<file path="config.mk">
export PLATFORM = sky130hd
export DESIGN_NAME = dac_ctl_dev_flat
export DESIGN_NICKNAME = d
export VERILOG_FILES = /design/src/core/dac_ctl_pkg.sv /design/src/core/dac_ctl_if.sv /design/src/core/dac_ctl_dev.sv /design/src/flat_wrapper.sv
export SDC_FILE = /design/constraint.sdc
export NUM_CORES = 1
export LEC_CHECK = 0
export CAP_MARGIN = 25
export CORE_MARGIN = 10
export CORE_UTILIZATION = 45
export CTS_CLUSTER_DIAMETER = 50
export DETAILED_ROUTE_END_ITERATION = 6
export DONT_BUFFER_PORTS = 1
export MAX_ROUTING_LAYER = met4
export SLEW_MARGIN = 20
export SYNTH_ARGS = -nofsm -noshare
export SYNTH_HDL_FRONTEND = slang
export SYNTH_SLANG_ARGS = --single-unit
</file>
<file path="constraint.sdc">
create_clock -name i_sys_clk -period 4.3 [get_ports i_sys_clk]
set_input_delay 0.645 -clock i_sys_clk [delete_from_list [all_inputs] [get_ports i_sys_clk]]
set_output_delay 0.645 -clock i_sys_clk [all_outputs]
set_load 0.005 [all_outputs]
</file>
<file path="src/core/dac_ctl_pkg.sv">
// shared constants for the converter clear and fault control ends
package dac_ctl_pkg;
  // ************************************************************
  // control word field positions
  // ************************************************************
  localparam int unsigned CW_WIDTH = 16;
  localparam int unsigned CW_ZERO_OR_MID = 15;
  localparam int unsigned CW_SPAN_EXTEND = 14;
  localparam int unsigned CW_OUTSIDE_RES = 13;
  localparam int unsigned CW_DRIVE_ON = 12;
  localparam int unsigned CW_RCLK_HI = 11;
  localparam int unsigned CW_RCLK_LO = 8;
  localparam int unsigned CW_RSTEP_HI = 7;
  localparam int unsigned CW_RSTEP_LO = 5;
  localparam int unsigned CW_RAMP_ON = 4;
  localparam int unsigned CW_SPAN_HI = 2;
  localparam logic [15:0] CW_RESET = 16'h0000;
  // ************************************************************
  // span choices and codes
  // ************************************************************
  localparam logic [2:0] SPAN_V_0_5 = 3'h0;
  localparam logic [2:0] SPAN_V_0_10 = 3'h1;
  localparam logic [2:0] SPAN_V_PM5 = 3'h2;
  localparam logic [2:0] SPAN_V_PM10 = 3'h3;
  localparam logic [15:0] CODE_ZERO = 16'h0000;
  localparam logic [15:0] CODE_MID = 16'h8000;
  // ************************************************************
  // status bit positions
  // ************************************************************
  localparam int unsigned ST_IOUT_FAULT = 2;
  localparam int unsigned ST_RAMP_BUSY = 1;
  localparam int unsigned ST_HOT = 0;
  // ************************************************************
  // timing
  // ************************************************************
  localparam int unsigned CLK_NS = 10;
  localparam int unsigned CLEAR_MIN_NS = 50;
  localparam int unsigned LATCH_MIN_NS = 20;
  localparam int unsigned CLEAR_MIN_CYC = (CLEAR_MIN_NS + CLK_NS - 1) / CLK_NS;
  localparam int unsigned LATCH_MIN_CYC = (LATCH_MIN_NS + CLK_NS - 1) / CLK_NS;
  localparam int unsigned RAMP_BASE_DIV = 16;
endpackage : dac_ctl_pkg

</file>
<file path="src/core/dac_ctl_if.sv">
// pin bundle joining the host controller and the converter control block
`timescale 1ns/1ps
interface dac_ctl_if;
  logic clear;
  logic clear_sel;
  logic latch_n;
  logic load;
  logic load_ctrl;
  logic [15:0] load_data;
  logic fault_n_o;
  logic fault_n_oe;
  logic fault_n;
  logic [2:0] status;
  // open drain with pull-up
  assign fault_n = fault_n_oe ? fault_n_o : 1'b1;
  modport dev (input clear, input clear_sel, input latch_n, input load, input load_ctrl,
               input load_data, output fault_n_o, output fault_n_oe, output status);
  modport host (output clear, output clear_sel, output latch_n, output load, output load_ctrl,
                output load_data, input fault_n, input status);
endinterface : dac_ctl_if

</file>
<file path="src/core/dac_ctl_dev.sv">
// converter end: clear, default value, ramp and fault alarm logic
// Operation
// - alarm when output drive headroom is low
// - alarm when core temperature is too high
// - alarm pin is open-drain, active low
// - status shows loop fault and thermal flags
// - clear input high forces cleared output level
// - clear level is pin OR control bit
// - cleared voltage code depends on range, choice
// - current output clears to range bottom
// - host holds clear for the minimum time
// - output stays cleared after clear falls
// - bare latch pulse restores the preclear value
// - no new value accepted while clear high
// - range change drives the default value
// - host disables output before range change
// - output enable rising drives the default value
// - span extend bit widens voltage span
// - outside resistor bit selects external resistor
// - loop signal passes only while output enabled
// - host enables ramp limiting when loop signalling
// - span field picks range and active output
// - clear under ramp limit ramps, not steps
`timescale 1ns/1ps
module dac_ctl_dev
  import dac_ctl_pkg::*;
#(
  parameter int unsigned CODE_W = 16
) (
  input wire logic i_sys_clk,
  input wire logic i_rst_n,
  dac_ctl_if.dev pins,
  input wire logic i_headroom_low,
  input wire logic i_over_temp,
  output logic [CODE_W-1:0] o_code,
  output logic o_vout_on,
  output logic o_iout_on,
  output logic o_span_extend,
  output logic o_outside_res,
  output logic o_loop_signal_pass,
  output logic [2:0] o_span
);
  import dac_ctl_pkg::*;

  logic [15:0] ctrl_ff;
  logic [15:0] pend_data_ff;
  logic pend_ctrl_ff;
  logic pending_ff;
  logic latch_n_ff;
  logic cleared_ff;
  logic [CODE_W-1:0] target_ff;
  logic [CODE_W-1:0] preclear_ff;
  logic [CODE_W-1:0] out_ff;
  logic [11:0] div_ff;
  logic fault_ff;
  logic [2:0] status_ff;

  logic latch_fall;
  logic eff_sel;
  logic is_current;
  logic [CODE_W-1:0] default_code;
  logic [CODE_W-1:0] step;
  logic [11:0] div_top;
  logic tick;

  // ************************************************************
  // decode
  // ************************************************************
  assign latch_fall = latch_n_ff && !pins.latch_n;
  assign eff_sel = pins.clear_sel | ctrl_ff[CW_ZERO_OR_MID];
  assign is_current = ctrl_ff[CW_SPAN_HI];

  always_comb begin
    if (is_current) begin
      default_code = CODE_ZERO[CODE_W-1:0];
    end else if (ctrl_ff[1:0] == SPAN_V_0_5[1:0] || ctrl_ff[1:0] == SPAN_V_0_10[1:0]) begin
      default_code = eff_sel ? CODE_MID[CODE_W-1:0] : CODE_ZERO[CODE_W-1:0];
    end else begin
      // bipolar ranges are offset binary, so 0 V sits at midscale
      default_code = eff_sel ? CODE_ZERO[CODE_W-1:0] : CODE_MID[CODE_W-1:0];
    end
  end

  assign step = CODE_W'(1) << ctrl_ff[CW_RSTEP_HI:CW_RSTEP_LO];
  assign div_top = 12'((ctrl_ff[CW_RCLK_HI:CW_RCLK_LO] + 1) * RAMP_BASE_DIV - 1);
  assign tick = (div_ff == div_top);

  // ************************************************************
  // pending write from the host
  // ************************************************************
  always_ff @(posedge i_sys_clk or negedge i_rst_n) begin
    if (!i_rst_n) begin
      pending_ff <= 1'b0;
      pend_ctrl_ff <= 1'b0;
      pend_data_ff <= 16'h0000;
    end else if (pins.load && !pins.clear) begin
      pending_ff <= 1'b1;
      pend_ctrl_ff <= pins.load_ctrl;
      pend_data_ff <= pins.load_data;
    end else if (latch_fall) begin
      pending_ff <= 1'b0;
    end
  end

  always_ff @(posedge i_sys_clk or negedge i_rst_n) begin
    if (!i_rst_n) begin
      latch_n_ff <= 1'b1;
    end else begin
      latch_n_ff <= pins.latch_n;
    end
  end

  // ************************************************************
  // control word and target code
  // ************************************************************
  always_ff @(posedge i_sys_clk or negedge i_rst_n) begin
    if (!i_rst_n) begin
      ctrl_ff <= CW_RESET;
    end else if (latch_fall && pending_ff && pend_ctrl_ff && !pins.clear) begin
      ctrl_ff <= pend_data_ff;
    end
  end

  always_ff @(posedge i_sys_clk or negedge i_rst_n) begin
    if (!i_rst_n) begin
      target_ff <= CODE_ZERO[CODE_W-1:0];
      preclear_ff <= CODE_ZERO[CODE_W-1:0];
      cleared_ff <= 1'b0;
    end else if (pins.clear) begin
      // remember the live value once, then hold the clear level
      if (!cleared_ff) begin
        preclear_ff <= target_ff;
      end
      cleared_ff <= 1'b1;
      target_ff <= default_code;
    end else if (latch_fall && pending_ff) begin
      cleared_ff <= 1'b0;
      if (!pend_ctrl_ff) begin
        target_ff <= pend_data_ff[15 -: CODE_W];
      end else if (pend_data_ff[CW_SPAN_HI:0] != ctrl_ff[CW_SPAN_HI:0] ||
                   (pend_data_ff[CW_DRIVE_ON] && !ctrl_ff[CW_DRIVE_ON])) begin
        // new control word is not yet in ctrl_ff, so derive its default here
        if (pend_data_ff[CW_SPAN_HI]) begin
          target_ff <= CODE_ZERO[CODE_W-1:0];
        end else if (!pend_data_ff[1]) begin
          target_ff <= (pins.clear_sel | pend_data_ff[CW_ZERO_OR_MID]) ?
                       CODE_MID[CODE_W-1:0] : CODE_ZERO[CODE_W-1:0];
        end else begin
          target_ff <= (pins.clear_sel | pend_data_ff[CW_ZERO_OR_MID]) ?
                       CODE_ZERO[CODE_W-1:0] : CODE_MID[CODE_W-1:0];
        end
      end
    end else if (latch_fall && cleared_ff) begin
      target_ff <= preclear_ff;
      cleared_ff <= 1'b0;
    end
  end

  // ************************************************************
  // output code, stepped when ramp limiting is on
  // ************************************************************
  always_ff @(posedge i_sys_clk or negedge i_rst_n) begin
    if (!i_rst_n) begin
      div_ff <= 12'h000;
    end else if (!ctrl_ff[CW_RAMP_ON] || tick) begin
      div_ff <= 12'h000;
    end else begin
      div_ff <= div_ff + 12'h001;
    end
  end

  always_ff @(posedge i_sys_clk or negedge i_rst_n) begin
    if (!i_rst_n) begin
      out_ff <= CODE_ZERO[CODE_W-1:0];
    end else if (!ctrl_ff[CW_RAMP_ON]) begin
      out_ff <= target_ff;
    end else if (tick) begin
      // ramps apply to clears too, so no step straight to the clear level
      if (target_ff > out_ff) begin
        out_ff <= (target_ff - out_ff > step) ? out_ff + step : target_ff;
      end else if (target_ff < out_ff) begin
        out_ff <= (out_ff - target_ff > step) ? out_ff - step : target_ff;
      end
    end
  end

  // ************************************************************
  // alarm and status
  // ************************************************************
  always_ff @(posedge i_sys_clk or negedge i_rst_n) begin
    if (!i_rst_n) begin
      fault_ff <= 1'b0;
      status_ff <= 3'h0;
    end else begin
      fault_ff <= i_headroom_low | i_over_temp;
      status_ff[ST_IOUT_FAULT] <= i_headroom_low;
      status_ff[ST_HOT] <= i_over_temp;
      status_ff[ST_RAMP_BUSY] <= ctrl_ff[CW_RAMP_ON] && (out_ff != target_ff);
    end
  end

  // output level is always low; only the enable moves
  assign pins.fault_n_o = 1'b0;
  assign pins.fault_n_oe = fault_ff;
  assign pins.status = status_ff;

  // ************************************************************
  // analog steering
  // ************************************************************
  always_ff @(posedge i_sys_clk or negedge i_rst_n) begin
    if (!i_rst_n) begin
      o_code <= CODE_ZERO[CODE_W-1:0];
      o_vout_on <= 1'b0;
      o_iout_on <= 1'b0;
      o_span_extend <= 1'b0;
      o_outside_res <= 1'b0;
      o_loop_signal_pass <= 1'b0;
      o_span <= 3'h0;
    end else begin
      o_code <= out_ff;
      o_vout_on <= ctrl_ff[CW_DRIVE_ON] && !is_current;
      o_iout_on <= ctrl_ff[CW_DRIVE_ON] && is_current;
      o_span_extend <= ctrl_ff[CW_SPAN_EXTEND] && !is_current;
      o_outside_res <= ctrl_ff[CW_OUTSIDE_RES];
      o_loop_signal_pass <= ctrl_ff[CW_DRIVE_ON] && is_current;
      o_span <= ctrl_ff[CW_SPAN_HI:0];
    end
  end
endmodule : dac_ctl_dev

</file>
<file path="src/flat_wrapper.sv">
// flat-port wrapper written by rule: the top's interface ports become plain ports
module dac_ctl_dev_flat import dac_ctl_pkg::*;
#(
  parameter int unsigned CODE_W = 16
)
  (i_sys_clk, i_rst_n, i_headroom_low, i_over_temp, o_code, o_vout_on, o_iout_on, o_span_extend, o_outside_res, o_loop_signal_pass, o_span, pins_clear, pins_clear_sel, pins_latch_n, pins_load, pins_load_ctrl, pins_load_data, pins_fault_n_o, pins_fault_n_oe, pins_status);
  dac_ctl_if pins_i ();
  input wire logic i_sys_clk;
  input wire logic i_rst_n;
  input wire logic i_headroom_low;
  input wire logic i_over_temp;
  output logic [CODE_W-1:0] o_code;
  output logic o_vout_on;
  output logic o_iout_on;
  output logic o_span_extend;
  output logic o_outside_res;
  output logic o_loop_signal_pass;
  output logic [2:0] o_span;
  input wire logic [$bits(pins_i.clear)-1:0] pins_clear;
  input wire logic [$bits(pins_i.clear_sel)-1:0] pins_clear_sel;
  input wire logic [$bits(pins_i.latch_n)-1:0] pins_latch_n;
  input wire logic [$bits(pins_i.load)-1:0] pins_load;
  input wire logic [$bits(pins_i.load_ctrl)-1:0] pins_load_ctrl;
  input wire logic [$bits(pins_i.load_data)-1:0] pins_load_data;
  output wire logic [$bits(pins_i.fault_n_o)-1:0] pins_fault_n_o;
  output wire logic [$bits(pins_i.fault_n_oe)-1:0] pins_fault_n_oe;
  output wire logic [$bits(pins_i.status)-1:0] pins_status;
  assign pins_i.clear = pins_clear;
  assign pins_i.clear_sel = pins_clear_sel;
  assign pins_i.latch_n = pins_latch_n;
  assign pins_i.load = pins_load;
  assign pins_i.load_ctrl = pins_load_ctrl;
  assign pins_i.load_data = pins_load_data;
  assign pins_fault_n_o = pins_i.fault_n_o;
  assign pins_fault_n_oe = pins_i.fault_n_oe;
  assign pins_status = pins_i.status;
  dac_ctl_dev #(.CODE_W(CODE_W)) u_core (.i_sys_clk(i_sys_clk), .i_rst_n(i_rst_n), .pins(pins_i), .i_headroom_low(i_headroom_low), .i_over_temp(i_over_temp), .o_code(o_code), .o_vout_on(o_vout_on), .o_iout_on(o_iout_on), .o_span_extend(o_span_extend), .o_outside_res(o_outside_res), .o_loop_signal_pass(o_loop_signal_pass), .o_span(o_span));
endmodule
</file>
==> results of run 1 <==
[power by group]
part | switching [uW] | leakage [uW] | internal, uW
Clock | 621 | 0.000279 | 819
Sequential | 266 | 0.00154 | 1450
Combinational | 2340 | 0.00249 | 1750
[critical path, cell delays in order (launching register included)]
cell and delay [ns]:
dfrtp_1 0.39, inv_2 0.09, ha_4 0.20, nor2b_4 0.12, o31a_1 0.29, o21ai_1 0.15
nand2b_1 0.10, a21o_1 0.17, a21oi_2 0.14, xnor2_1 0.09, ha_1 0.34, nand4_1 0.10
nand2b_1 0.11, a21oi_1 0.04, nand3b_1 0.16, or4_4 0.50, o41a_1 0.45, buf_4 0.18
a32oi_1 0.14, mux2i_1 0.09, a221oi_1 0.29
[metrics by stage]
| stage | instance area (sq um) | power [uW] |
|---|---|---|
| detailed placement | 9010 | 5550 |
| floorplan | 8450 | 4450 |
| global placement | 9010 | 5540 |
| global route | 9820 | 7820 |
| CTS | 9640 | 7080 |
| finish | 9820 | 7240 |
[logic make-up after synthesis]
kind of cell	after synthesis	share of synthesized area [%]
xor gates and xnor gates	37	3.84
DFF	122	36.2
AOI/OAI and AO/OA	266	21.2
other	1	0.0444
buffers and inverters	111	5.50
adders and majority gates	68	10.4
and+or+nand+nor	284	17.5
muxes	41	5.35
[metal layers]
| metal | up-vias | wire, um |
|---|---|---|
| li1 | 3421 | - |
| met2 | 214 | 10700 |
| met3 | 25 | 1450 |
| met5 | - | 0 |
| met1 | 3411 | 11300 |
| met4 | 0 | 289 |
[worst max path at each step]
stage / cells past startpoint / slack, ns / end
floorplan: 20 / 0.04 / u_core.out_ff[9]
global placement: 21 / -0.04 / u_core.out_ff[9]
detailed placement: 19 / -0.05 / u_core.out_ff[4]
CTS: 22 / -0.001 / u_core.out_ff[5]
global route: 21 / -0.17 / u_core.out_ff[9]
finish: 20 / 0.05 / u_core.out_ff[9]
[Yosys cell counts (5+ instances only)]
master / number
and2_1: 7
o22ai_1: 5
nor3_1: 16
buf_4: 7
a21oi_1: 70
nand2_1: 72
nor2_1: 60
mux2i_1: 8
o21ai_1: 7
o21ai_0: 55
o211ai_1: 13
o21a_1: 11
mux2_2: 32
nand4_1: 13
nand3b_1: 6
a221oi_1: 5
a31oi_1: 5
and3_1: 15
buf_2: 11
clkbuf_1: 29
inv_1: 60
a21o_1: 12
nand3_1: 22
dfrtp_1: 121
xor2_1: 12
ha_1: 64
o31ai_1: 18
or3_1: 6
a211oi_1: 12
nor3b_1: 17
xnor2_1: 25
nor2b_1: 15
nand2b_1: 13
or2_2: 9
[repair_timing]
| item | CTS | global route |
|---|---|---|
| cloned | 0 | 0 |
| pin swaps | 1 | 26 |
| resized for setup | 3 | 31 |
| endpoints found under the setup margin | 12 | 16 |
| setup buffers | 2 | 5 |
| hold buffers | 1 | 0 |
| hold endpoints to repair | 121 | 0 |
[cell type report]
cell class	count	area [sq um]	share of cell area (%)
multi-input cells	697	5080	51.8
inverters	60	225	2.29
flip-flops and latches	122	3050	31.1
clock inverters	14	149	1.52
clock buffers	18	429	4.37
repair buffers	74	587	5.97
well taps	234	293	2.98
[sequential cells by signal (all words and copies together), names as in the netlist, 12 cells and up]
| register | count |
|---|---|
| u_core.ctrl_ff | 15 |
| u_core.div_ff | 12 |
| u_core.o_code | 16 |
| u_core.out_ff | 16 |
| u_core.pend_data_ff | 16 |
| u_core.preclear_ff | 16 |
| u_core.target_ff | 16 |
==> run_results.csv, run 1 <==
group,metric,value,unit
run_status,outcome,"completed",
job,maxCapViolations,0,
sta,fmax,0.235,GHz
sta,hold_violations,0,
yosys,syn_avg_cell_area,9.08,sq um
critical_path,cp_max_fo,4,
die,die-area,24600,sq um
yosys,synth_seq_cells,122,
die,die_w,157,um
sta,max_slew_margin,35.1,%
final_layout,layout_common_cells,"dfrtp_1 (121), nand2_1 (71), buf_4 (70), a21oi_1 (65), ha_1 (61)",
grt,grt_max_degree,122,
sta,hold_slack,0.0612,ns
yosys,yosysUniqueCellTypes,74,
clocking,clock_latency,0.43,ns
grt,grt_use_met3,4.07,%
route,drt_iter0_markers,551,
clocking,cts_buffer_depth,2,
placed_design,gp_congestion,0.956,
critical_path,arrival,4.56,ns
yosys,synthFlopType,"dfrtp_1",
pwr,p_leak,0.00432,uW
yosys,synthArstFlopShare,100,%
yosys,yosys.area.top_type_share,35.9,%
clocking,cts_made_buffers,17,
sta,fin_skew,0.00970,ns
final_layout,final_common_cell,"dfrtp_1",
yosys,synthCells,930,
yosys,yosysWarningCount,0,
yosys,synth_area_leaders,"dfrtp_1 (36%), ha_1 (9.5%), mux2_2 (4.3%), a21oi_1 (4.1%), o21ai_0 (3.3%)",
die,rows,50,
pwr,p_per_area,737,nW/um^2
sta,rsz0062_at_grt,"yes",
clocking,cts_tree,"built",
clocking,clock-sinks,122,
final_layout,diodes,0,
route,drc,0,
die,coreArea,18600,sq um
yosys,ys_seq_area_share,36.2,%
critical_path,required,4.61,ns
yosys,syn_nets,1023,
yosys,synth_edf_count,0,
final_layout,nNetsFinal,1065,
sta,finalMaxSlewViolations,0,
clocking,htree_num_levels,4,
grt,globalRouteMet1Util,27.7,%
route,vias_per_cell,5.80,
die,initial_core_util,45.4,%
final_layout,drive_gt1_share,20.1,%
placed_design,io_buffers,0,
critical_path,end_kind,"flop",
route,wl_per_cell,19.5,um
grt,grt_overflow,0,
route,drtAntennaViolNets,0,
die,dieHeight,157,um
sta,setup-violations-final,0,
placed_design,pre_cts_ws,-0.0509,ns
yosys,yosysTopAreaCell,"dfrtp_1",
final_layout,final_core_util,52.9,%
critical_path,worst-setup-path-type,"flop to flop",
yosys,synth_area,8440,sq um
grt,grt_pass1_wl,38200,um
critical_path,rrSetupSlack,0.05,ns
sta,setup_ws,0.0521,ns
grt,grt_pass1_vias,7004,
grt,antenna_found_initial,0,
sta,tightest_slew,0.973,ns
final_layout,fillers,1688,
grt,grt_use_met2,30.3,%
route,dr.pass1.iters,5,
sta,finalSetupTns,0,ns
grt,top_usage_layer,"met2",
die,ioPinCount,54,
final_layout,fin_cells,1219,
critical_path,ff2ff_path_depth,20,
grt,grt_util_all_layers,20.3,%
route,routed_wl,23700,um
critical_path,worstSetupStartpoint,"u_core.out_ff[1]",
placed_design,dpl.hpwl,17500,um
pwr,vdd_drop_max,0.000348,V
final_layout,synthToLayoutAreaGrowth,16.3,%
clocking,cts_root_buffer,"clkbuf_16",
min_path,hold_path.class,"input pin to async pin",
sta,min_period,4.25,ns
critical_path,reg2reg_from,"u_core.out_ff[1]",
critical_path,reg2reg_to,"u_core.out_ff[9]",
clocking,clk_pin_slew_worst_paths,0.06,ns
critical_path,critPathLaunchType,"flop",
sta,layout_worst_path_cycle_share,98.8,%
placed_design,placedCellCount,1179,
route,num_vias,7071,
No activity file was read; power rests on OpenSTA's default activity.
==> run 2, diff against run 1 <==
--- a/config.mk
+++ b/config.mk
@@ -6,7 +6,7 @@
 export NUM_CORES = 1
 export LEC_CHECK = 0
 export CAP_MARGIN = 25
-export CORE_MARGIN = 10
+export CORE_MARGIN = 2
 export CORE_UTILIZATION = 45
 export CTS_CLUSTER_DIAMETER = 50
 export DETAILED_ROUTE_END_ITERATION = 6
==> run_results.csv, run 2 (synthesized netlist as in run 1, its figures left out) <==
group,metric,value,unit
grt,grt_overflow,0,
final_layout,diodes,0,
sta,finalSetupTns,0,ns
route,num_vias,7125,
die,ioPinCount,54,
die,coreArea,18600,sq um
grt,grt_max_degree,122,
critical_path,worst-setup-path-type,"flop to flop",
die,die-area,19900,sq um
route,vias_per_cell,5.88,
route,drtAntennaViolNets,0,
placed_design,gp_congestion,0.910,
critical_path,arrival,4.56,ns
sta,min_period,4.24,ns
min_path,hold_path.class,"input pin to async pin",
sta,fmax,0.236,GHz
grt,grt_util_all_layers,24.5,%
sta,setup-violations-final,0,
clocking,cts_buffer_depth,2,
final_layout,final_common_cell,"dfrtp_1",
clocking,cts_tree,"built",
pwr,vdd_drop_max,0.000410,V
placed_design,io_buffers,0,
die,die_w,141,um
clocking,cts_made_buffers,17,
pwr,cell_internal_pwr,4220,uW
critical_path,end_kind,"flop",
clocking,clock_latency,0.42,ns
critical_path,required,4.62,ns
route,drc,0,
critical_path,critPathLaunchType,"flop",
final_layout,layout_common_cells,"dfrtp_1 (120), nand2_1 (71), a21oi_1 (68), buf_4 (61), nor2_1 (60)",
sta,finalMaxSlewViolations,0,
final_layout,synthToLayoutAreaGrowth,16.5,%
clocking,cts_root_buffer,"clkbuf_16",
sta,rsz0062_at_grt,"yes",
pwr,p_sw_share,42.7,%
clocking,clock-sinks,122,
die,dieHeight,141,um
job,maxCapViolations,0,
pwr,p_per_area,748,nW/um^2
pwr,clockPowerShare,22.0,%
grt,grt_pass1_vias,6862,
sta,max_slew_margin,37.2,%
clocking,clk_pin_slew_worst_paths,0.06,ns
clocking,htree_num_levels,4,
pwr,p_leak,0.00431,uW
final_layout,drive_gt1_share,19.7,%
run_status,outcome,"completed",
die,initial_core_util,45.4,%
grt,grt_pass1_wl,37100,um
critical_path,cp_max_fo,5,
sta,fin_skew,0.00674,ns
final_layout,nNetsFinal,1058,
grt,antenna_found_initial,0,
pwr,p_comb_share,54.6,%
route,routed_wl,23000,um
route,dr.pass1.iters,5,
die,rows,50,
sta,hold_violations,0,
placed_design,dpl.hpwl,16600,um
sta,hold_slack,0.0708,ns
sta,tightest_slew,0.938,ns
pwr,pwr-share-seq,23.3,%
final_layout,fillers,1683,
route,drt_iter0_markers,588,
route,wl_per_cell,19.0,um
pwr,p_sw,3140,uW
sta,layout_worst_path_cycle_share,98.6,%
==> run 2: changes by cell type in the layout (fill, tap and decap cells not counted), sizes merged <==
cell	delta
buf	-7
bufinv	+4
inv	-7
clkinv	+2
==> run 2: layer usage <==
layer | share of wire, % | vias up | global-route usage [%] | wire length [um]
met5 | 0 | - | - | 0
met4 | 2.0 | 0 | 7.89 | 452
met3 | 5.2 | 31 | 3.63 | 1190
met2 | 44 | 236 | 35.6 | 10100
met1 | 49 | 3443 | 35.3 | 11300
li1 | - | 3415 | - | -
==> run 2: path summary, 6_finish.rpt <==
check | from | to | slack, ns | depth (start not counted)
worst min register to register | u_core.ctrl_ff[13] | u_core.o_outside_res | 0.37 | 0
worst min-delay path | i_rst_n | u_core.latch_n_ff | 0.07 | 0
max in group asynchronous | i_rst_n | u_core.out_ff[0] | 3.58 | 1
min in group i_sys_clk | pins_latch_n | u_core.latch_n_ff | 0.22 | 0
worst max-delay path | u_core.out_ff[2] | u_core.out_ff[9] | 0.06 | 21
worst max register to register | u_core.out_ff[2] | u_core.out_ff[9] | 0.06 | 21
==> run 2: layout make-up <==
class / instances / area, sq um / share of cell area [%]
multi-input combinational: 697 / 5060 / 51.5
tap: 234 / 293 / 2.98
clock buffer: 18 / 439 / 4.46
clock inverter: 13 / 218 / 2.21
sequential: 122 / 3060 / 31.1
timing repair buffer: 67 / 542 / 5.51
inverter: 60 / 225 / 2.29
==> run 2: power groups by stage <==
stage          logic, uW  registers (uW)  clock network (uW)
4_1_cts             3840            1710                1650
5_1_grt             4440            1760                1700
3_3_place_gp        3770            1720                   0
6_report            4020            1720                1620
2_1_floorplan       2780            1660                   0
3_5_place_dp        3770            1730                   0
==> run 2: what timing repair did <==
item	4_1_cts	5_1_grt
endpoints found under the hold margin	121	0
gates resized for setup	2	32
pin swaps	2	21
hold buffers	1	0
endpoints found under the setup margin	6	16
setup buffers	3	3
==> run 2: worst max-delay path, cell delays in order, from the launching register on <==
cell and delay (ns):
dfrtp_1 0.41, inv_1 0.12, ha_4 0.22, o21a_1 0.20
o31a_1 0.12, o21ai_2 0.15, nand2b_1 0.08, a21o_1 0.17
a21oi_2 0.13, xnor2_1 0.09, ha_1 0.33, nand4_1 0.10
nand2b_1 0.11, a21oi_1 0.04, nand3b_1 0.18, or4_4 0.57
buf_6 0.14, o41ai_2 0.34, buf_4 0.20, o32a_1 0.14
mux2i_1 0.06, a221oi_1 0.23
==> run 2: per-stage QoR <==
| step | cells | power, uW | setup WS (ns) | util, % | cell area, sq um |
|---|---|---|---|---|---|
| after global placement | 1173 | 5490 | -0.0286 | 48.3 | 8970 |
| after floorplan | 930 | 4450 | 0.0392 | - | 8450 |
| after CTS | 1208 | 7190 | -0.00702 | 52.1 | 9680 |
| after global routing | 1211 | 7900 | -0.155 | 52.9 | 9840 |
| final | 1211 | 7360 | 0.0604 | 52.9 | 9840 |
| after detailed placement | 1173 | 5490 | -0.0928 | 48.3 | 8970 |
==> run 3, diff against run 2 <==
--- a/config.mk
+++ b/config.mk
@@ -12,6 +12,7 @@
 export DETAILED_ROUTE_END_ITERATION = 6
 export DONT_BUFFER_PORTS = 1
 export MAX_ROUTING_LAYER = met4
+export SETUP_SLACK_MARGIN = 0.2
 export SLEW_MARGIN = 20
 export SYNTH_ARGS = -nofsm -noshare
 export SYNTH_HDL_FRONTEND = slang
==> constraint.sdc (replaced) <==
create_clock -name i_sys_clk -period 5.2 [get_ports i_sys_clk]
set_input_delay 0.26 -clock i_sys_clk [delete_from_list [all_inputs] [get_ports i_sys_clk]]
set_output_delay 0.26 -clock i_sys_clk [all_outputs]
set_load 0.005 [all_outputs]
==> run_results.csv, run 3 (synthesized netlist as in run 1, its figures left out) <==
group,metric,value,unit
run_status,outcome,"completed",
sta,max_slew_margin,35.5,%
critical_path,worst-setup-path-type,"flop to flop",
pwr,total_power,5580,uW
sta,fin_skew,0.00771,ns
die,die-area,19900,sq um
critical_path,critPathMaxStageDelay,0.59,ns
clocking,clock_latency,0.43,ns
route,wl_per_cell,18.9,um
min_path,worstHoldStart,"pins_clear",
min_path,hold_path.class,"input pin to flop",
final_layout,nNetsFinal,1025,
route,dr.pass1.iters,5,
clocking,cts_buffer_depth,2,
critical_path,required,5.51,ns
placed_design,gp_congestion,0.919,
route,vias_per_cell,5.88,
die,dieHeight,141,um
min_path,holdPathEnd,"u_core.target_ff[15]",
final_layout,drive_gt1_share,12.1,%
pwr,p_per_area,592,nW/um^2
clocking,postCtsSetupBuffers,0,
route,drtAntennaViolNets,0,
placed_design,io_buffers,0,
die,die_w,141,um
die,ioPinCount,54,
clocking,cts_tree,"built",
clocking,clk_pin_slew_worst_paths,0.06,ns
critical_path,rrSetupSlack,0.48,ns
grt,grt_overflow,0,
route,routed_wl,22300,um
route,drt_iter0_markers,528,
critical_path,path_cells,"inv_1 -> ha_1 -> o21a_1 -> o31a_1 -> o21ai_0 -> nand2b_1 -> a21o_1 -> a21oi_1 -> xnor2_1 -> ha_1 -> nand4_1 -> o21ai_0 -> nand3b_1 -> or4_4 -> o41a_1 -> a221o_1 -> a31o_1",
critical_path,cp_top_family,"compound AO/OA/AOI/OAI gates",
clocking,cts_made_buffers,17,
die,coreArea,18600,sq um
final_layout,layout_common_cells,"dfrtp_1 (121), nand2_1 (72), a21oi_1 (70), ha_1 (63)",
clocking,htree_num_levels,4,
critical_path,arrival,5.04,ns
sta,min_period,4.72,ns
final_layout,fillers,1697,
min_path,hold_depth,2,
grt,grt_util_all_layers,24.1,%
critical_path,reg2reg_from,"u_core.out_ff[2]",
sta,fmax,0.212,GHz
critical_path,crit_buf_inv,1,
sta,finalSetupTns,0,ns
route,num_vias,6937,
clocking,cts_root_buffer,"clkbuf_16",
route,drc,0,
grt,grt_pass1_vias,6867,
sta,hold_slack,0.0451,ns
critical_path,critPathLaunchType,"flop",
critical_path,cp_max_fo,11,
job,maxCapViolations,0,
sta,layout_worst_path_cycle_share,90.9,%
sta,rsz0062_at_grt,"yes",
critical_path,reg2reg_to,"u_core.out_ff[6]",
final_layout,seqCellArea,3050,sq um
pwr,vdd_drop_max,0.000290,V
critical_path,end_kind,"flop",
placed_design,dpl.hpwl,16100,um
sta,tightest_slew,0.963,ns
final_layout,multi_input_area,4950,sq um
sta,finalMaxSlewViolations,0,
final_layout,final_common_cell,"dfrtp_1",
sta,setup-violations-final,0,
pwr,p_leak,0.00406,uW
die,initial_core_util,45.4,%
sta,hold_violations,0,
final_layout,diodes,0,
clocking,clock-sinks,122,
grt,grt_pass1_wl,36900,um
critical_path,slowest_stage,"o41a_1",
grt,antenna_found_initial,0,
final_layout,synthToLayoutAreaGrowth,11.6,%
critical_path,ff2ff_path_depth,17,
die,rows,50,
grt,grt_max_degree,123,
run 3: cell count changes in the layout (fill, tap and decap cells not counted), sizes merged:
cell         before  now
clkbuf           18   17
clkinv            4    6
inv              62   65
bufinv            5    1
dlygate4sd3       0   22
buf              67   12
clkinvlp          2    3
run 3: what timing repair did:
item	CTS	global route
setup endpoints to repair	0	5
gates resized for setup	0	2
endpoints found under the hold margin	159	0
hold buffers	23	0
run 3: final cells by class:
| type | count | share of cell area, % |
|---|---|---|
| timing repair buffer | 34 | 3.54 |
| tap | 234 | 3.11 |
| clock buffer | 17 | 4.51 |
| clock inverter | 15 | 1.51 |
| inverter | 60 | 2.39 |
| sequential | 122 | 32.4 |
| multi-input combinational | 697 | 52.5 |
run 3: layer usage:
metal	track usage [%]	up-vias	wire length [um]
met4	8.37	0	477
met2	35.3	223	9750
met5	-	-	0
met3	3.46	33	1200
li1	-	3340	-
met1	34.3	3341	10900
run 3: report_power, final:
part	internal, uW	leakage [uW]	switching, uW
combinational	1200	0.00224	1730
sequential	1200	0.00154	291
clock	666	0.000274	494
total	3070	0.00406	2510
run 3: worst max path at each step:
stage / start / end / slack, ns / depth (start not counted)
final: u_core.out_ff[2] / u_core.out_ff[6] / 0.48 / 17
after global routing: u_core.out_ff[2] / u_core.out_ff[9] / 0.15 / 18
after floorplan: u_core.out_ff[1] / u_core.out_ff[13] / 0.90 / 20
after detailed placement: u_core.out_ff[2] / u_core.out_ff[2] / 0.33 / 19
after CTS: u_core.out_ff[2] / u_core.out_ff[2] / 0.29 / 19
after global placement: u_core.out_ff[4] / u_core.out_ff[0] / 0.46 / 18
run 3: metrics by stage:
step | instance area, sq um | std cells | utilization (%) | setup slack [ns]
2_1_floorplan | 8440 | 930 | - | 0.897
3_5_place_dp | 8580 | 1123 | 46.2 | 0.331
6_report | 9420 | 1179 | 50.7 | 0.475
4_1_cts | 9400 | 1178 | 50.6 | 0.289
5_1_grt | 9420 | 1179 | 50.7 | 0.147
3_3_place_gp | 8580 | 1123 | 46.2 | 0.461
